### src/shared/mode0_cfg_regs.svh
// register offsets, field positions and reset values of the mode-0 configuration bank
// Behaviour
// - ship request bit set while mode setting 0 active puts device in ship mode
// - source select 0: mode comes from the two internal soft bits only
// - source select 1: mode comes from the two external select pins only
// - core buck code 0 is 0.500 V, plus 25 mV per step to 1.500 V
// - core buck codes 41..62 give 1.5 V; all-ones selects fixed 1.8 V
// - core buck code resets to 010100, meaning 1.00 V
// - wake action 0: valid wake falling edge returns device to mode setting 0
// - wake action 1: valid wake falling edge causes no mode change
// - system buck offset bit adds 0 V or 1.2 V; resets to 0
// - system buck code 0 is 1.500 V, 25 mV steps, saturating at 2.1 V
// - system buck code resets to 01100, meaning 1.8 V
`ifndef MODE0_CFG_REGS_SVH
`define MODE0_CFG_REGS_SVH
`define OFS_MODE0_CORE_BUCK_AND_CONTROL 8'h22
`define OFS_MODE0_SYSTEM_BUCK_AND_WAKE  8'h23
`define BIT_SHIP_REQ       7
`define BIT_SRC_PIN_SEL    6
`define BIT_WAKE_ACTION    6
`define BIT_SYS_OFFSET     5
`define RST_CORE_BUCK_CODE 6'h14
`define RST_SYS_BUCK_CODE  5'h0C
`define RST_CTRL_BITS      1'h0
`define CORE_MV_BASE       16'h01F4
`define SYS_MV_BASE        16'h05DC
`define MV_STEP            16'h0019
`define CORE_CODE_MAX      6'h28
`define CORE_CODE_FIXED    6'h3F
`define CORE_MV_FIXED      16'h0708
`define SYS_CODE_MAX       5'h18
`define SYS_MV_OFFSET      16'h04B0
`endif

### src/shared/mode0_cfg_pkg.sv
// types shared by the mode-0 configuration bank
package mode0_cfg_pkg;
    // byte-wide register access from the serial interface core
    typedef struct packed {
        logic       wr;
        logic       rd;
        logic [7:0] addr;
        logic [7:0] wdata;
    } reg_req_s;
    // settings that the mode engine applies while mode 0 is active
    typedef struct packed {
        logic        ship_mode;
        logic [15:0] core_buck_mv;
        logic [15:0] sys_buck_mv;
        logic [1:0]  mode_sel;
    } mode0_out_s;
endpackage

### src/hdl/mode0_regulator_config_regs.sv
// mode-0 regulator configuration register bank with mode-source and wake decisions
`timescale 1ns/1ps
`include "mode0_cfg_regs.svh"
module mode0_regulator_config_regs
    import mode0_cfg_pkg::*;
(
    // clock and reset
    input  wire logic       ref_clk,
    input  wire logic       reset_n,
    // register access from the serial interface core
    input  wire reg_req_s   req,
    output logic [7:0]      rdata,
    output logic            rvalid,
    // mode state and pins
    input  wire logic       mode0_active,
    input  wire logic       mode_select_pin_a,
    input  wire logic       mode_select_pin_b,
    input  wire logic       mode_select_soft_bit_a,
    input  wire logic       mode_select_soft_bit_b,
    input  wire logic       wake_fall_valid,
    // decisions towards the mode engine and regulators
    output mode0_out_s      cfg_out,
    output logic            cfg_valid,
    output logic            wake_to_mode0
);

    logic       ship_q, ship_d;
    logic       src_q, src_d;
    logic [5:0] core_q, core_d;
    logic       rsvd_q, rsvd_d;
    logic       wake_act_q, wake_act_d;
    logic       ofs_q, ofs_d;
    logic [4:0] sys_q, sys_d;
    logic [7:0] rdata_q, rdata_d;
    logic       rvalid_q, rvalid_d;
    logic [1:0] pin_a_q, pin_b_q;
    mode0_out_s out_q, out_d;
    logic       valid_q, valid_d;
    logic       wake_q, wake_d;

    // core buck code to millivolts
    function automatic logic [15:0] core_mv(input logic [5:0] code);
        if (code == `CORE_CODE_FIXED)
            core_mv = `CORE_MV_FIXED;
        else if (code > `CORE_CODE_MAX)
            core_mv = `CORE_MV_BASE + `MV_STEP * {10'h000, `CORE_CODE_MAX};
        else
            core_mv = `CORE_MV_BASE + `MV_STEP * {10'h000, code};
    endfunction

    // system buck code plus offset to millivolts
    function automatic logic [15:0] sys_mv(input logic [4:0] code, input logic ofs);
        logic [4:0] c;
        c = (code > `SYS_CODE_MAX) ? `SYS_CODE_MAX : code;
        sys_mv = `SYS_MV_BASE + `MV_STEP * {11'h000, c} + (ofs ? `SYS_MV_OFFSET : 16'h0000);
    endfunction

    // register writes and read data
    always_comb begin
        ship_d     = ship_q;
        src_d      = src_q;
        core_d     = core_q;
        rsvd_d     = rsvd_q;
        wake_act_d = wake_act_q;
        ofs_d      = ofs_q;
        sys_d      = sys_q;
        rdata_d    = rdata_q;
        rvalid_d   = req.rd;
        if (req.wr) begin
            case (req.addr)
                `OFS_MODE0_CORE_BUCK_AND_CONTROL: begin
                    ship_d = req.wdata[`BIT_SHIP_REQ];
                    src_d  = req.wdata[`BIT_SRC_PIN_SEL];
                    core_d = req.wdata[5:0];
                end
                `OFS_MODE0_SYSTEM_BUCK_AND_WAKE: begin
                    rsvd_d     = req.wdata[7]; // kept read/write; host is expected to write 0
                    wake_act_d = req.wdata[`BIT_WAKE_ACTION];
                    ofs_d      = req.wdata[`BIT_SYS_OFFSET];
                    sys_d      = req.wdata[4:0];
                end
                default: ;
            endcase
        end
        if (req.rd) begin
            case (req.addr)
                `OFS_MODE0_CORE_BUCK_AND_CONTROL: rdata_d = {ship_q, src_q, core_q};
                `OFS_MODE0_SYSTEM_BUCK_AND_WAKE:  rdata_d = {rsvd_q, wake_act_q, ofs_q, sys_q};
                default:                          rdata_d = 8'h00; // unmapped reads as zero
            endcase
        end
    end

    // decisions, evaluated each cycle so a write lands on the next evaluation
    always_comb begin
        out_d              = out_q;
        out_d.ship_mode    = mode0_active & ship_q;
        out_d.core_buck_mv = core_mv(core_q);
        out_d.sys_buck_mv  = sys_mv(sys_q, ofs_q);
        if (src_q)
            out_d.mode_sel = {pin_b_q[1], pin_a_q[1]};
        else
            out_d.mode_sel = {mode_select_soft_bit_b, mode_select_soft_bit_a};
        valid_d = mode0_active;
        // already in mode 0 means no switch; action bit set means stay put
        wake_d  = wake_fall_valid & ~wake_act_q & ~mode0_active;
    end

    // state registers; pins pass a two-stage synchroniser first
    always_ff @(posedge ref_clk) begin
        if (!reset_n) begin
            ship_q     <= `RST_CTRL_BITS;
            src_q      <= `RST_CTRL_BITS;
            core_q     <= `RST_CORE_BUCK_CODE;
            rsvd_q     <= `RST_CTRL_BITS;
            wake_act_q <= `RST_CTRL_BITS;
            ofs_q      <= `RST_CTRL_BITS;
            sys_q      <= `RST_SYS_BUCK_CODE;
            rdata_q    <= 8'h00;
            rvalid_q   <= 1'b0;
            pin_a_q    <= 2'h0;
            pin_b_q    <= 2'h0;
            out_q      <= '0;
            valid_q    <= 1'b0;
            wake_q     <= 1'b0;
        end else begin
            ship_q     <= ship_d;
            src_q      <= src_d;
            core_q     <= core_d;
            rsvd_q     <= rsvd_d;
            wake_act_q <= wake_act_d;
            ofs_q      <= ofs_d;
            sys_q      <= sys_d;
            rdata_q    <= rdata_d;
            rvalid_q   <= rvalid_d;
            pin_a_q    <= {pin_a_q[0], mode_select_pin_a};
            pin_b_q    <= {pin_b_q[0], mode_select_pin_b};
            out_q      <= out_d;
            valid_q    <= valid_d;
            wake_q     <= wake_d;
        end
    end

    assign rdata         = rdata_q;
    assign rvalid        = rvalid_q;
    assign cfg_out       = out_q;
    assign cfg_valid     = valid_q;
    assign wake_to_mode0 = wake_q;

endmodule

### config.mk
export PLATFORM = sky130hd
export DESIGN_NAME = mode0_regulator_config_regs
export DESIGN_NICKNAME = d
export VERILOG_FILES = /design/src/shared/mode0_cfg_pkg.sv /design/src/hdl/mode0_regulator_config_regs.sv
export VERILOG_INCLUDE_DIRS = /design/src /design/src/shared
export SDC_FILE = /design/constraint.sdc
export NUM_CORES = 1
export LEC_CHECK = 0
export BUFFER_PORTS_ARGS = -buffer_cell sky130_fd_sc_hd__buf_2
export CORE_ASPECT_RATIO = 0.8
export CORE_MARGIN = 2
export CORE_UTILIZATION = 55
export CTS_CLUSTER_DIAMETER = 100
export DETAILED_ROUTE_END_ITERATION = 10
export PLACE_DENSITY = 0.85
export SYNTH_ARGS = -nofsm -noshare
export SYNTH_HDL_FRONTEND = slang
export SYNTH_SLANG_ARGS = --single-unit
### constraint.sdc
create_clock -name ref_clk -period 4.75 [get_ports ref_clk]
set_input_delay 0.2375 -clock ref_clk [delete_from_list [all_inputs] [get_ports ref_clk]]
set_output_delay 0.2375 -clock ref_clk [all_outputs]
set_load 0.1 [all_outputs]
==> impl_metrics.csv <==
group,metric,value,unit
final_layout,num_antenna_cells,0,
synthesis,ys_top_cells_by_count,"dfxtp_1 (59), ha_1 (48), inv_1 (37)",
outcome,outcome,"finished, final reports clean",
worst_setup_path,crit_path_top_delay_cell,"dfxtp_1",
sta,fin_crit,4.23,ns
clock_network,path_clk_slew,0.08,ns
synthesis,synthTopCellsByArea,"dfxtp_1 (34%), ha_1 (18%), fa_1 (5.3%)",
final_layout,drive_above_1_share,23.3,%
placed_design,place.gp.congestion,0.865,
worst_setup_path,r2r_cells,14,
worst_setup_path,path_max_fanout,9,
worst_setup_path,endpoint_kind,"flop",
synthesis,ys_types,52,
worst_setup_path,critPathTopFamily,"adder cells",
worst_setup_path,cp.required,5.04,ns
route,route.detailed.wl_per_inst,13.8,um
clock_network,htreeDepth,3,
sta,hold_viol,0,
synthesis,yosys_warnings,0,
placed_design,dp_hpwl,5350,um
final_layout,area_growth,16.5,%
worst_setup_path,arrival,4.52,ns
final_layout,fin_nets,512,
sta,slew_headroom,44.2,%
sta,finClkSkew,0.0112,ns
clock_network,cts_buffers,9,
power,vdd_drop_max,0.207,mV
min_path,holdPathStages,2,
sta,tightest_slew,0.837,ns
floorplanning,die_x,92.3,um
sta,fmax,236,MHz
synthesis,yosys_most_used_dff,"dfxtp_1",
global_route,overflow,0,
global_route,grt_pass1_wl,12100,um
synthesis,netlist_area,3430,sq um
sta,setup_viol,0,
floorplanning,start_util,57.4,%
synthesis,ys_seq_area_share,34.4,%
clock_network,cts_resized,0,
min_path,worst_hold_startpoint,"mode0_active",
power,powerDensity,304,nW/um^2
clock_network,cts-hold-fix-buffers,0,
floorplanning,die_y,74.6,um
run,cap_viol_max_count,0,
synthesis,ys_ff_latch,59,
global_route,antenna_found_initial,0,
power,power,1220,uW
synthesis,synth_area_per_cell,9.32,sq um
route,drcViolationCount,0,
worst_setup_path,worst-path-buf-inv,2,
global_route,grt_pass1_vias,2661,
sta,drv_slew,0,
worst_setup_path,timing.rr.start,"sys_q[4]$_SDFFE_PN0P_",
route,antenna_left,0,
sta,period_share,89.0,%
floorplanning,fp.dieArea,6890,sq um
synthesis,syn_inst,368,
clock_network,clock-sinks,59,
worst_setup_path,timing.setup.critical_path_class,"flop to flop",
floorplanning,core.rowCount,25,
clock_network,post_cts_buffers,0,
route,initialDrtViolationCount,147,
synthesis,synth_top_area_share,34.4,%
synthesis,yosysTopAreaCell,"dfxtp_1",
clock_network,cts_buffer_depth,2,
synthesis,synth.most_common_cell,"dfxtp_1",
floorplanning,io_pins,72,
final_layout,fillerInstances,491,
route,via_per_inst,5.20,
placed_design,io_buffers,64,
min_path,hp-class,"input pin to flop",
route,vias,2680,
worst_setup_path,rr_endpoint,"cfg_out[13]$_SDFF_PN0_",
worst_setup_path,r2r_setup_slack,0.52,ns
power,leakage,0.00200,uW
floorplanning,core_area,5970,sq um
clock_network,cts_tree,"yes",
worst_setup_path,cpMostUsedCell,"ha_1",
global_route,groute.usage.overall,22.6,%
global_route,grt_max_degree,49,
worst_setup_path,cp-start-kind,"flop",
sta,setup_tns,0,ns
clock_network,clock_tree.root_cell,"clkbuf_8",
route,postRouteWirelength,7090,um
worst_setup_path,critPathMaxStageDelay,0.53,ns
min_path,whs_endpoint,"wake_to_mode0$_SDFF_PN0_",
worst_setup_path,path_cells,"ha_1 -> nor2b_1 -> ha_1 -> inv_1 -> fa_1 -> fa_1 -> inv_1 -> ha_1 -> ha_1 -> fa_1 -> a21oi_1 -> o21ai_0 -> or4_1 -> nand4_1",
synthesis,synth_edf_count,0,
route,drtPass1Iterations,4,
synthesis,async_flop_share,0,%
sta,rsz0062_at_grt,"no",
clock_network,clk_latency,0.35,ns
[how the worst max path moves through the flow]
stage                               start                      to  slack, ns  cells after the start
floorplan           sys_q[4]$_SDFFE_PN0P_  cfg_out[13]$_SDFF_PN0_       0.94                     14
global placement    sys_q[4]$_SDFFE_PN0P_  cfg_out[13]$_SDFF_PN0_       0.76                     14
detailed placement  sys_q[4]$_SDFFE_PN0P_  cfg_out[13]$_SDFF_PN0_       0.60                     14
CTS                 sys_q[4]$_SDFFE_PN0P_  cfg_out[13]$_SDFF_PN0_       0.55                     14
global route        sys_q[4]$_SDFFE_PN0P_  cfg_out[13]$_SDFF_PN0_       0.28                     14
finish              sys_q[4]$_SDFFE_PN0P_  cfg_out[13]$_SDFF_PN0_       0.52                     14
[logic make-up after synthesis]
family                     after synthesis  share of synthesized area, %
and+or+nand+nor                        120                          19.8
adders and majority gates               57                          22.8
muxes                                    6                          1.82
other                                    1                         0.109
DFF                                     59                          34.4
AOI/OAI and AO/OA                       60                          11.3
xor gates and xnor gates                 8                          2.04
buffers and inverters                   57                          7.73
[sequential cells by signal, indices dropped and copies added, names as in the netlist]
signal and count:
ship_q 1, rdata 8, wake_act_q 1, pin_b_q 2
pin_a_q 2, ofs_q 1, rsvd_q 1, rvalid 1
cfg_out 28, src_q 1, sys_q 5, core_q 6
cfg_valid 1, wake_to_mode0 1
[layer usage]
layer	up-vias	global-route usage [%]	routed length, um
li1	1359	-	-
met1	1228	27.4	3350
met2	79	38.3	3190
met3	14	6.31	392
met4	0	10.1	161
met5	-	0	0
[power by group]
group          switching (uW)  internal, uW
clock network             223           353
logic                     112          23.0
registers                2.55           504
[cell type report]
type	count	area (sq um)	area share [%]
well taps	81	101	2.54
inverters	37	139	3.47
clock buffers	9	124	3.10
repair buffers	64	320	8.01
multi-input cells	258	2010	50.2
flip-flops and latches	59	1180	29.5
clock inverters	7	125	3.13
[worst register-to-register path, stage by stage, from the launching register on]
cell and delay [ns]:
dfxtp_1 0.53, ha_1 0.43, nor2b_1 0.14, ha_1 0.29, inv_1 0.04, fa_1 0.39
fa_1 0.51, inv_1 0.05, ha_1 0.28, ha_1 0.23, fa_1 0.42, a21oi_1 0.19
o21ai_0 0.16, or4_1 0.43, nand4_1 0.09
[through the flow]
stage	hold WS, ns	utilization (%)	cell area, sq um	instances	setup slack (ns)
after floorplan	0.315	-	3450	374	0.943
after global placement	0.415	62.7	3750	499	0.764
after detailed placement	0.426	62.7	3750	499	0.601
after CTS	0.0589	66.9	4000	515	0.547
after global routing	0.0774	66.9	4000	515	0.280
final	0.0698	66.9	4000	515	0.521
[placed cells by master, fill, tap and decap left out, types with 3 or more instances in the layout]
cell,instances
o211ai_1,3
inv_1,37
xnor2_1,4
o21ai_0,12
nor2b_1,12
and3_1,5
nand2_1,28
o21ai_2,6
mux2i_1,4
nand3_2,4
nand3_1,13
xor2_1,4
and2_1,13
nand4b_1,3
clkinv_4,3
nor2_1,19
nor3_1,5
or2_2,3
ha_1,48
clkbuf_8,9
bufinv_16,3
o31ai_1,5
a21oi_1,19
nand2b_1,3
fa_1,9
buf_2,64
dfxtp_1,59
conb_1,7
Power figures use the tool's default switching activity.
